### config.mk
export PLATFORM = sky130hd
export DESIGN_NAME = lbc_top
export DESIGN_NICKNAME = d
export VERILOG_FILES = /design/src/rtl/lbc_pkg.sv /design/src/rtl/lbc_sync.sv /design/src/rtl/lbc_duty_meter.sv /design/src/rtl/lbc_top.sv
export VERILOG_INCLUDE_DIRS = /design/src /design/src/rtl
export SDC_FILE = /design/constraint.sdc
export NUM_CORES = 1
export LEC_CHECK = 0
export BUFFER_PORTS_ARGS = -buffer_cell sky130_fd_sc_hd__buf_2
export CAP_MARGIN = 25
export CORE_ASPECT_RATIO = 0.5
export CORE_MARGIN = 5
export CORE_UTILIZATION = 55
export DETAILED_ROUTE_END_ITERATION = 10
export PLACE_DENSITY = 0.83
export SYNTH_ARGS = -nofsm -noshare
export SYNTH_HDL_FRONTEND = slang
export SYNTH_HIERARCHICAL = 1
export SYNTH_SLANG_ARGS = --single-unit
### constraint.sdc
create_clock -name aclk -period 14.43 [get_ports aclk]
set_input_delay 1.443 -clock aclk [delete_from_list [all_inputs] [get_ports aclk]]
set_output_delay 1.443 -clock aclk [all_outputs]
set_load 0.1 [all_outputs]
### src/rtl/lbc_regs.svh
// register offsets, field positions, reset values and timing counts
`ifndef LBC_REGS_SVH
`define LBC_REGS_SVH
`define LBC_CLK_KHZ 10000
`define LBC_CLK_NS 100
`define LBC_OFF_BOOST 8'h00
`define LBC_OFF_SINK 8'h04
`define LBC_OFF_PWM 8'h08
`define LBC_OFF_FS_A 8'h0C
`define LBC_OFF_BR_A 8'h10
`define LBC_OFF_FS_B 8'h14
`define LBC_OFF_BR_B 8'h18
`define LBC_OFF_STATUS 8'h1C
`define LBC_BOOST_FREQ_BIT 0
`define LBC_PWM_EN_A_BIT 0
`define LBC_PWM_EN_B_BIT 1
`define LBC_PWM_POL_BIT 2
`define LBC_PWM_ZD_OFF_BIT 3
`define LBC_ST_EN_BIT 0
`define LBC_ST_HOT_BIT 1
`define LBC_ST_ACTIVE_BIT 2
`define LBC_ST_DUTY_LSB 8
`define LBC_BOOST_RST 1'h0
`define LBC_SINK_RST 3'h0
`define LBC_PWM_RST 4'h0
`define LBC_FS_RST 5'h13
`define LBC_BR_RST 11'h000
`define LBC_SLOW_KHZ 500
`define LBC_FAST_KHZ 1000
`define LBC_SLOW_HALF ((`LBC_CLK_KHZ / `LBC_SLOW_KHZ) / 2)
`define LBC_FAST_HALF ((`LBC_CLK_KHZ / `LBC_FAST_KHZ) / 2)
`define LBC_MIN_PULSE_NS 750
`define LBC_MIN_PULSE_CYC ((`LBC_MIN_PULSE_NS + `LBC_CLK_NS - 1) / `LBC_CLK_NS)
`define LBC_WINDOW_CYC 8192
`define LBC_DUTY_ONE 9'h100
`define LBC_RESP_OKAY 2'h0
`define LBC_RESP_SLVERR 2'h2
`endif

### src/rtl/lbc_pkg.sv
// shared types of the led bank control block
package lbc_pkg;
	typedef enum logic {LBC_BANK_A = 1'h0, LBC_BANK_B = 1'h1} lbc_bank_type;
	typedef logic [4:0] lbc_fs_type;
	typedef logic [10:0] lbc_bright_type;
	typedef logic [8:0] lbc_duty_type;
endpackage : lbc_pkg

### src/rtl/lbc_sync.sv
// three-stage synchroniser with agreement filter for pin levels
`timescale 1ns/1ps
module lbc_sync #(
	parameter int WIDTH = 1
) (
	input wire logic aclk,
	input wire logic aresetn,
	input wire logic [WIDTH-1:0] async_in,
	output logic [WIDTH-1:0] sync_out
);
	logic [WIDTH-1:0] s1_reg; // metastable stage, read by s2 only
	logic [WIDTH-1:0] s2_reg;
	logic [WIDTH-1:0] s3_reg;
	logic [WIDTH-1:0] out_reg; // filtered level
	logic [WIDTH-1:0] out_next;

	// a change counts only once stages two and three agree
	always_comb begin
		out_next = out_reg;
		for (int i = 0; i < WIDTH; i++) begin
			if (s2_reg[i] == s3_reg[i]) begin
				out_next[i] = s3_reg[i];
			end
		end
	end

	// shift chain
	always_ff @(posedge aclk) begin
		if (!aresetn) begin
			s1_reg <= '0;
			s2_reg <= '0;
			s3_reg <= '0;
			out_reg <= '0;
		end else begin
			s1_reg <= async_in;
			s2_reg <= s1_reg;
			s3_reg <= s2_reg;
			out_reg <= out_next;
		end
	end

	assign sync_out = out_reg;
endmodule : lbc_sync

### src/rtl/lbc_duty_meter.sv
// duty-cycle meter for the pwm input with near-zero pulse rejection
`timescale 1ns/1ps
`include "lbc_regs.svh"
module lbc_duty_meter
	import lbc_pkg::*;
#(
	parameter int WINDOW_CYC = `LBC_WINDOW_CYC,
	parameter int MIN_PULSE = `LBC_MIN_PULSE_CYC
) (
	input wire logic aclk,
	input wire logic aresetn,
	input wire logic clear,
	input wire logic pwm_level,
	input wire logic active_low,
	input wire logic zd_disable,
	output lbc_duty_type duty_out
);
	localparam int CW = $clog2(WINDOW_CYC) + 1;
	localparam int RW = $clog2(MIN_PULSE + 1);
	localparam int SHIFT = $clog2(WINDOW_CYC) - 8;

	logic [CW-1:0] win_reg; // position in window
	logic [CW-1:0] win_next;
	logic [CW-1:0] high_reg; // credited high samples
	logic [CW-1:0] high_next;
	logic [CW-1:0] credit;
	logic [CW-1:0] total;
	logic [RW-1:0] run_reg; // length of current pulse, saturating
	logic [RW-1:0] run_next;
	lbc_duty_type duty_reg; // 0x100 means full duty
	lbc_duty_type duty_next;
	logic level;

	// fixed window acts as the low-pass; ripple is the trade-off
	always_comb begin
		level = pwm_level ^ active_low;
		credit = '0;
		run_next = '0;
		if (level) begin
			run_next = (run_reg == RW'(MIN_PULSE)) ? run_reg : run_reg + 1'h1;
			// short pulses earn nothing until they reach the minimum
			if (zd_disable || run_reg >= RW'(MIN_PULSE)) begin
				credit = CW'(1);
			end else if (run_reg == RW'(MIN_PULSE - 1)) begin
				credit = CW'(MIN_PULSE);
			end
		end
		total = high_reg + credit;
		win_next = win_reg + 1'h1;
		high_next = total;
		duty_next = duty_reg;
		// window end: publish the fraction scaled to 256
		if (win_reg == CW'(WINDOW_CYC - 1)) begin
			win_next = '0;
			high_next = '0;
			duty_next = lbc_duty_type'(total >> SHIFT);
		end
	end

	// state registers; clear follows the enable pin
	always_ff @(posedge aclk) begin
		if (!aresetn || clear) begin
			win_reg <= '0;
			high_reg <= '0;
			run_reg <= '0;
			duty_reg <= '0;
		end else begin
			win_reg <= win_next;
			high_reg <= high_next;
			run_reg <= run_next;
			duty_reg <= duty_next;
		end
	end

	assign duty_out = duty_reg;
endmodule : lbc_duty_meter

### src/rtl/lbc_top.sv
// led bank control top: register slave, bank mapping, boost clock
`timescale 1ns/1ps
`include "lbc_regs.svh"

// Notes on behaviour
// - duty input may steer bank a or b
// - assigned bank level scales with measured duty
// - enable low: shutdown, registers to defaults
// - thermal trip stops boost, sinks until cool
// - banks hold 5-bit scale, 11-bit brightness
// - sink config maps each string to bank
// - boost clock runs 500 khz or 1 mhz
// - pwm config bit 3 disables zero detect
// - boost control bit 0 picks the rate
module lbc_top
	import lbc_pkg::*;
#(
	parameter int WINDOW_CYC = `LBC_WINDOW_CYC
) (
	input wire logic aclk,
	input wire logic aresetn,
	input wire logic [7:0] s_axi_awaddr,
	input wire logic [2:0] s_axi_awprot,
	input wire logic s_axi_awvalid,
	output logic s_axi_awready,
	input wire logic [31:0] s_axi_wdata,
	input wire logic [3:0] s_axi_wstrb,
	input wire logic s_axi_wvalid,
	output logic s_axi_wready,
	output logic [1:0] s_axi_bresp,
	output logic s_axi_bvalid,
	input wire logic s_axi_bready,
	input wire logic [7:0] s_axi_araddr,
	input wire logic [2:0] s_axi_arprot,
	input wire logic s_axi_arvalid,
	output logic s_axi_arready,
	output logic [31:0] s_axi_rdata,
	output logic [1:0] s_axi_rresp,
	output logic s_axi_rvalid,
	input wire logic s_axi_rready,
	input wire logic global_enable_pin,
	input wire logic pwm_pin,
	input wire logic temp_hot_pin,
	input wire logic temp_cool_pin,
	output logic boost_enable,
	output logic boost_clk,
	output logic [2:0] sink_enable,
	output logic [2:0][4:0] sink_fullscale,
	output logic [2:0][10:0] sink_level
);
	////////////////////////////////////////////////////////////////////////
	// helpers

	// merge write data into an old value by byte lane
	function automatic logic [31:0] lbc_merge(input logic [31:0] old_val,
		input logic [31:0] new_val, input logic [3:0] strb);
		logic [31:0] res;
		res = old_val;
		for (int k = 0; k < 4; k++) begin
			if (strb[k]) begin
				res[8*k +: 8] = new_val[8*k +: 8];
			end
		end
		return res;
	endfunction : lbc_merge

	// true for any of the eight word addresses
	function automatic logic lbc_mapped(input logic [7:0] addr);
		return (addr[1:0] == 2'h0) && (addr <= `LBC_OFF_STATUS);
	endfunction : lbc_mapped

	////////////////////////////////////////////////////////////////////////
	// pin synchronisers

	logic [3:0] pins_sync; // enable, pwm, hot, cool
	logic en_sync;
	logic pwm_sync;
	logic hot_sync;
	logic cool_sync;

	// every pin is asynchronous to aclk
	lbc_sync #(.WIDTH(4)) u_sync (
		.aclk(aclk),
		.aresetn(aresetn),
		.async_in({temp_cool_pin, temp_hot_pin, pwm_pin, global_enable_pin}),
		.sync_out(pins_sync)
	);
	assign en_sync = pins_sync[0];
	assign pwm_sync = pins_sync[1];
	assign hot_sync = pins_sync[2];
	assign cool_sync = pins_sync[3];

	////////////////////////////////////////////////////////////////////////
	// write and read channels

	logic aw_full_reg, aw_full_next; // write address held
	logic [7:0] aw_addr_reg, aw_addr_next;
	logic w_full_reg, w_full_next; // write data held
	logic [31:0] w_data_reg, w_data_next;
	logic [3:0] w_strb_reg, w_strb_next;
	logic bvalid_reg, bvalid_next;
	logic [1:0] bresp_reg, bresp_next;
	logic rvalid_reg, rvalid_next;
	logic [1:0] rresp_reg, rresp_next;
	logic [31:0] rdata_reg, rdata_next;
	logic do_write; // both halves present
	logic [31:0] status_word;
	logic boost_reg, boost_next; // 1 selects the fast rate
	logic [2:0] sink_reg, sink_next; // bank per string, 1 = bank b
	logic [3:0] pwm_reg, pwm_next; // enables, polarity, zero detect off
	lbc_fs_type fs_reg [2]; // full-scale per bank
	lbc_fs_type fs_next [2];
	lbc_bright_type br_reg [2]; // brightness per bank
	lbc_bright_type br_next [2];

	// one write in flight: stall both channels until b is taken
	assign s_axi_awready = !aw_full_reg && !bvalid_reg;
	assign s_axi_wready = !w_full_reg && !bvalid_reg;
	assign s_axi_arready = !rvalid_reg;
	assign do_write = aw_full_reg && w_full_reg;

	// channel next-state
	always_comb begin
		aw_full_next = aw_full_reg;
		aw_addr_next = aw_addr_reg;
		w_full_next = w_full_reg;
		w_data_next = w_data_reg;
		w_strb_next = w_strb_reg;
		bvalid_next = bvalid_reg;
		bresp_next = bresp_reg;
		rvalid_next = rvalid_reg;
		rresp_next = rresp_reg;
		rdata_next = rdata_reg;
		// address and data may come in either order
		if (s_axi_awvalid && s_axi_awready) begin
			aw_full_next = 1'h1;
			aw_addr_next = s_axi_awaddr;
		end
		if (s_axi_wvalid && s_axi_wready) begin
			w_full_next = 1'h1;
			w_data_next = s_axi_wdata;
			w_strb_next = s_axi_wstrb;
		end
		// commit and answer
		if (do_write) begin
			aw_full_next = 1'h0;
			w_full_next = 1'h0;
			bvalid_next = 1'h1;
			bresp_next = lbc_mapped(aw_addr_reg) ? `LBC_RESP_OKAY :
				`LBC_RESP_SLVERR;
		end else if (bvalid_reg && s_axi_bready) begin
			bvalid_next = 1'h0;
		end
		// read: data is ready one cycle after the address
		if (s_axi_arvalid && s_axi_arready) begin
			rvalid_next = 1'h1;
			rresp_next = `LBC_RESP_OKAY;
			rdata_next = 32'h0000_0000;
			unique case (s_axi_araddr)
				`LBC_OFF_BOOST: rdata_next = 32'(boost_reg);
				`LBC_OFF_SINK: rdata_next = 32'(sink_reg);
				`LBC_OFF_PWM: rdata_next = 32'(pwm_reg);
				`LBC_OFF_FS_A: rdata_next = 32'(fs_reg[0]);
				`LBC_OFF_BR_A: rdata_next = 32'(br_reg[0]);
				`LBC_OFF_FS_B: rdata_next = 32'(fs_reg[1]);
				`LBC_OFF_BR_B: rdata_next = 32'(br_reg[1]);
				`LBC_OFF_STATUS: rdata_next = status_word;
				default: rresp_next = `LBC_RESP_SLVERR; // unmapped
			endcase
		end else if (rvalid_reg && s_axi_rready) begin
			rvalid_next = 1'h0;
		end
	end

	// channel registers
	always_ff @(posedge aclk) begin
		if (!aresetn) begin
			aw_full_reg <= 1'h0;
			aw_addr_reg <= 8'h00;
			w_full_reg <= 1'h0;
			w_data_reg <= 32'h0000_0000;
			w_strb_reg <= 4'h0;
			bvalid_reg <= 1'h0;
			bresp_reg <= `LBC_RESP_OKAY;
			rvalid_reg <= 1'h0;
			rresp_reg <= `LBC_RESP_OKAY;
			rdata_reg <= 32'h0000_0000;
		end else begin
			aw_full_reg <= aw_full_next;
			aw_addr_reg <= aw_addr_next;
			w_full_reg <= w_full_next;
			w_data_reg <= w_data_next;
			w_strb_reg <= w_strb_next;
			bvalid_reg <= bvalid_next;
			bresp_reg <= bresp_next;
			rvalid_reg <= rvalid_next;
			rresp_reg <= rresp_next;
			rdata_reg <= rdata_next;
		end
	end

	assign s_axi_bvalid = bvalid_reg;
	assign s_axi_bresp = bresp_reg;
	assign s_axi_rvalid = rvalid_reg;
	assign s_axi_rresp = rresp_reg;
	assign s_axi_rdata = rdata_reg;

	////////////////////////////////////////////////////////////////////////
	// configuration registers, declared with the channels for the read mux

	// software writes; enable low forces defaults and drops writes
	always_comb begin
		boost_next = boost_reg;
		sink_next = sink_reg;
		pwm_next = pwm_reg;
		fs_next = fs_reg;
		br_next = br_reg;
		if (!en_sync) begin
			boost_next = `LBC_BOOST_RST;
			sink_next = `LBC_SINK_RST;
			pwm_next = `LBC_PWM_RST;
			fs_next = '{`LBC_FS_RST, `LBC_FS_RST};
			br_next = '{`LBC_BR_RST, `LBC_BR_RST};
		end else if (do_write) begin
			unique case (aw_addr_reg)
				`LBC_OFF_BOOST: boost_next = 1'(lbc_merge(32'(boost_reg),
					w_data_reg, w_strb_reg));
				`LBC_OFF_SINK: sink_next = 3'(lbc_merge(32'(sink_reg),
					w_data_reg, w_strb_reg));
				`LBC_OFF_PWM: pwm_next = 4'(lbc_merge(32'(pwm_reg),
					w_data_reg, w_strb_reg));
				`LBC_OFF_FS_A: fs_next[0] = 5'(lbc_merge(32'(fs_reg[0]),
					w_data_reg, w_strb_reg));
				`LBC_OFF_BR_A: br_next[0] = 11'(lbc_merge(32'(br_reg[0]),
					w_data_reg, w_strb_reg));
				`LBC_OFF_FS_B: fs_next[1] = 5'(lbc_merge(32'(fs_reg[1]),
					w_data_reg, w_strb_reg));
				`LBC_OFF_BR_B: br_next[1] = 11'(lbc_merge(32'(br_reg[1]),
					w_data_reg, w_strb_reg));
				default: ; // status and unmapped: no storage
			endcase
		end
	end

	// configuration flops
	always_ff @(posedge aclk) begin
		if (!aresetn) begin
			boost_reg <= `LBC_BOOST_RST;
			sink_reg <= `LBC_SINK_RST;
			pwm_reg <= `LBC_PWM_RST;
			fs_reg <= '{`LBC_FS_RST, `LBC_FS_RST};
			br_reg <= '{`LBC_BR_RST, `LBC_BR_RST};
		end else begin
			boost_reg <= boost_next;
			sink_reg <= sink_next;
			pwm_reg <= pwm_next;
			fs_reg <= fs_next;
			br_reg <= br_next;
		end
	end

	////////////////////////////////////////////////////////////////////////
	// duty measurement, thermal latch and bank scaling

	lbc_duty_type duty_meas; // 0x100 = full duty
	lbc_duty_type bank_duty [2];
	lbc_bright_type bank_scaled [2];
	logic hot_reg, hot_next; // thermal shutdown latched
	logic active_reg, active_next; // boost and sinks allowed

	lbc_duty_meter #(.WINDOW_CYC(WINDOW_CYC)) u_duty (
		.aclk(aclk),
		.aresetn(aresetn),
		.clear(!en_sync),
		.pwm_level(pwm_sync),
		.active_low(pwm_reg[`LBC_PWM_POL_BIT]),
		.zd_disable(pwm_reg[`LBC_PWM_ZD_OFF_BIT]),
		.duty_out(duty_meas)
	);

	// level per bank: brightness times duty, or brightness alone
	for (genvar b = 0; b < 2; b++) begin : g_bank
		logic [19:0] prod;
		assign bank_duty[b] = pwm_reg[b] ? duty_meas : `LBC_DUTY_ONE;
		assign prod = br_reg[b] * bank_duty[b];
		assign bank_scaled[b] = prod[18:8];
	end

	// hysteresis: trip sets, cool clears, a trip wins over a clear
	always_comb begin
		hot_next = hot_reg;
		if (hot_sync) begin
			hot_next = 1'h1;
		end else if (cool_sync) begin
			hot_next = 1'h0;
		end
		active_next = en_sync && !hot_reg;
	end

	always_ff @(posedge aclk) begin
		if (!aresetn) begin
			hot_reg <= 1'h0;
			active_reg <= 1'h0;
		end else begin
			hot_reg <= hot_next;
			active_reg <= active_next;
		end
	end

	////////////////////////////////////////////////////////////////////////
	// string sinks and boost clock

	logic [2:0][4:0] sfs_reg, sfs_next;
	logic [2:0][10:0] slv_reg, slv_next;
	logic [3:0] div_reg, div_next; // half-period counter
	logic clk_reg, clk_next;
	logic [3:0] half_cyc;

	// each string follows the bank chosen for it; zero when off
	always_comb begin
		for (int s = 0; s < 3; s++) begin
			sfs_next[s] = active_next ? fs_reg[sink_reg[s]] : 5'h00;
			slv_next[s] = active_next ? bank_scaled[sink_reg[s]] : 11'h000;
		end
	end

	// divider restarts when disabled; a rate change takes effect at once
	always_comb begin
		half_cyc = boost_reg ? 4'(`LBC_FAST_HALF) : 4'(`LBC_SLOW_HALF);
		div_next = div_reg + 4'h1;
		clk_next = clk_reg;
		// stop in step with the enable flop, so no stray edge when off
		if (!active_next) begin
			div_next = 4'h0;
			clk_next = 1'h0;
		end else if (div_reg >= half_cyc - 4'h1) begin
			div_next = 4'h0;
			clk_next = !clk_reg;
		end
	end

	always_ff @(posedge aclk) begin
		if (!aresetn) begin
			sfs_reg <= '0;
			slv_reg <= '0;
			div_reg <= 4'h0;
			clk_reg <= 1'h0;
		end else begin
			sfs_reg <= sfs_next;
			slv_reg <= slv_next;
			div_reg <= div_next;
			clk_reg <= clk_next;
		end
	end

	assign boost_enable = active_reg;
	assign boost_clk = clk_reg;
	assign sink_enable = {3{active_reg}};
	assign sink_fullscale = sfs_reg;
	assign sink_level = slv_reg;
	assign status_word = {15'h0000, duty_meas, 5'h00, active_reg, hot_reg,
		en_sync};

	////////////////////////////////////////////////////////////////////////
	// assertions

	lbc_fs_type fs_src0; // bank full-scale feeding string 1
	lbc_bright_type br_a;
	assign fs_src0 = fs_reg[sink_reg[0]];
	assign br_a = br_reg[0];
endmodule : lbc_top

==> summary.txt <==
Status
  • Status: finished clean

GRT
  • First-pass GRT wire length: 56500 um
  • Total GRT Usage: 24.1%
  • Vias in the first global route: 11000
  • Initial antenna violation count: 1
  • Pin count of the biggest net entering global routing: 66
  • Total grt overflow: 0

Timing
  • Max-slew headroom: 26.8%
  • # setup viols final: 0
  • Final count of pins violating max slew: 0
  • Fin. Hold Viols: 0
  • Fin crit share: 40.1%
  • RSZ-0062 raised after global routing: no
  • Crit path time final: 5790 ps
  • Clock Skew: 17.9 ps
  • Setup TNS Final: 0 ps
  • Worst-margin pin slew: 1100 ps
  • F_max: 173 MHz

Power and ir drop
  • Worst VDD drop: 80.5 uV
  • Pwr Density: 72.2 nW/um^2
  • Leak: 0.00738 uW

Synthesis
  • Mapped Area: 14300 um^2
  • Post-synthesis sequential area ratio: 27.5%
  • Synth Flop Type: dfxtp_1
  • Synthesis Warnings: 6
  • Fraction of registers with async set/reset: 0%
  • EDFF count, synth: 0
  • Synth cell types: 76
  • Syn Inst Count: 1603
  • Average cell area after synthesis: 8.89 um^2
  • #FFs+latches synth: 196

Floorplanning
  • Die area: 29400 um^2
  • Overall die width: 238 um
  • Initial Utilization: 56.2%
  • Total I/O pin count: 163
  • Row cnt: 41
  • Die height: 124 um
  • Core area: 25300 um^2

Route
  • Vias: 11400
  • Wire length per cell: 17.6 um
  • TritonRoute pass-1 iters: 6
  • Total routed wirelength: 35300 um
  • Detailed Route Iter0 Violations: 991
  • Final ANT Viol Nets: 0
  • Drt drc: 0
  • Vias per inst: 5.69

Clocking
  • Post-cts resize count: 0
  • CTS Buf Count: 17
  • Longest Clk Path Bufs: 2
  • Hold-fix buffers, CTS: 0
  • Clk root buf: clkbuf_16
  • Worst-path clk slew: 80 ps
  • CTS tree: built
  • CTS H-Tree Depth: 4
  • Sinks on Clock Net: 196
  • Worst skew pair latency: 460 ps
  • Postcts setup bufs: 0

Worst setup path
  • Crit end category: register
  • Setup slack, reg-to-reg: 8640 ps
  • Crit path launch: pwm_reg[1]
  • Critical Path End: sink_level[7]
  • Crit path max-delay family: adder cells
  • Crit-path most repeated cell: fa_1
  • Crit-path max FO: 45
  • Worst path max stage delay: 710 ps
  • Worst EP required: 14750 ps
  • FF-to-FF Start: pwm_reg[1]
  • Reg-to-Reg End: sink_level[7]
  • WP data arrival: 6110 ps
  • Reg2reg path depth: 17
  • Worst Setup Start Kind: register
  • CP Depth: 17
  • CP Cell Sequence: buf_4 > and2_1 > nand2_1 > fa_1 > inv_1 > fa_1 > fa_1 > inv_1 > fa_1 > inv_1 > ha_1 > a21oi_1 > o21ai_0 > a221oi_1 > o21ai_1 > xnor2_1 > o22ai_1
  • Buf/Inv on CP: 4
  • Worst path slowest cell: dfxtp_1
  • Crit path kind: register to register

Placement
  • Port Buffers: 116
  • DP Wirelength: 25500 um
  • Routability cong.: 0.914
  • Placement Cell Area: 14900 um^2

Min path
  • Hold WC Path Type: register to register

Final layout
  • Final #Nets: 1916
  • Most frequent cells in the layout: dfxtp_1 (196), inv_1 (177), nand2_1 (169)
  • Ant diodes: 0
  • Max reg flops: 33
  • Area grow syn2layout: 8.68%
  • Leading cell type in the layout, fill and taps excluded: dfxtp_1
  • Non-Filler Cell Area, Final: 15500 um^2
  • Fraction of layout cells with a size suffix above 1: 12.5%

Run
  • Max-cap violations: 0
[stage by stage]
stage / instances / hold WS, ps / utilization (%) / total power (uW) / setup slack (ps)
finish: 2002 / 431 / 61.1 / 1120 / 8640
global route: 2002 / 465 / 61.1 / 1150 / 8330
CTS: 2001 / 434 / 61.0 / 1130 / 8710
detailed placement: 1969 / 417 / 58.6 / 635 / 8770
global placement: 1969 / 411 / 58.6 / 634 / 8860
floorplan: 1619 / 406 / - / 623 / 9340
[kinds of logic after synthesis]
group | after synthesis | share of synthesized area [%]
multiplexers | 78 | 5.69
AND/OR/NAND/NOR | 596 | 21.1
flip-flops | 196 | 27.5
AO/OA/AOI/OAI | 183 | 9.75
adder cells (fa/ha/maj) | 202 | 24.3
other | 1 | 0.0263
buffers and inverters | 296 | 8.50
XOR/XNOR | 51 | 3.13
[power by group]
part	internal, uW	switching, uW	leakage (uW)
clock	250	246	0.000293
combinational	15.3	52.4	0.00550
sequential	547	7.56	0.00158
[worst reg2reg max path: stages, from the launching register on]
cell	delay, ps
dfxtp_1	710
buf_4	450
and2_1	410
nand2_1	140
fa_1	550
inv_1	60
fa_1	480
fa_1	500
inv_1	60
fa_1	530
inv_1	40
ha_1	380
a21oi_1	220
o21ai_0	200
a221oi_1	310
o21ai_1	140
xnor2_1	350
o22ai_1	140
[how the worst min path moves through the flow]
stage | from | end | slack [ps] | cells past startpoint
2_1_floorplan | u_sync/s1_reg[1] | u_sync/s2_reg[1] | 410 | 1
3_3_place_gp | u_sync/s1_reg[1] | u_sync/s2_reg[1] | 410 | 1
3_5_place_dp | u_sync/s1_reg[1] | u_sync/s2_reg[1] | 420 | 1
4_1_cts | u_sync/s1_reg[1] | u_sync/s2_reg[1] | 430 | 1
5_1_grt | u_sync/s1_reg[1] | u_sync/s2_reg[1] | 460 | 1
6_report | u_sync/s1_reg[1] | u_sync/s2_reg[1] | 430 | 1
[routing by layer]
layer / share of wire (%) / GRT usage (%)
met5: 0.037 / 0
met4: 2.0 / 7.42
met2: 45 / 38.5
met3: 10 / 6.84
met1: 43 / 32.4
[cell usage after synthesis, types with 11 or more instances]
master / number / area [um^2]
dfxtp_1: 196 / 3920
inv_1: 177 / 664
nand2_1: 169 / 634
nor2_1: 126 / 473
fa_1: 124 / 2480
and3_1: 100 / 626
clkbuf_1: 85 / 319
ha_1: 78 / 976
mux2i_1: 72 / 721
nand3_1: 53 / 265
xnor2_1: 40 / 350
a21oi_1: 35 / 175
and2_1: 30 / 188
a21boi_0: 27 / 203
nor2b_1: 26 / 163
buf_4: 20 / 150
o21ai_0: 19 / 95.1
a22oi_1: 16 / 120
o22ai_1: 15 / 93.8
nor3_1: 12 / 60.1
or3_1: 11 / 68.8
xor2_1: 11 / 96.3
[area by class of cell]
class / count / area, um^2
fill: 2132 / 9850
multi-input combinational: 1127 / 9190
sequential: 196 / 3920
timing repair buffer: 126 / 676
inverter: 177 / 664
tap: 344 / 430
clock buffer: 18 / 429
clock inverter: 14 / 180
No activity file was read; power rests on OpenSTA's default activity.
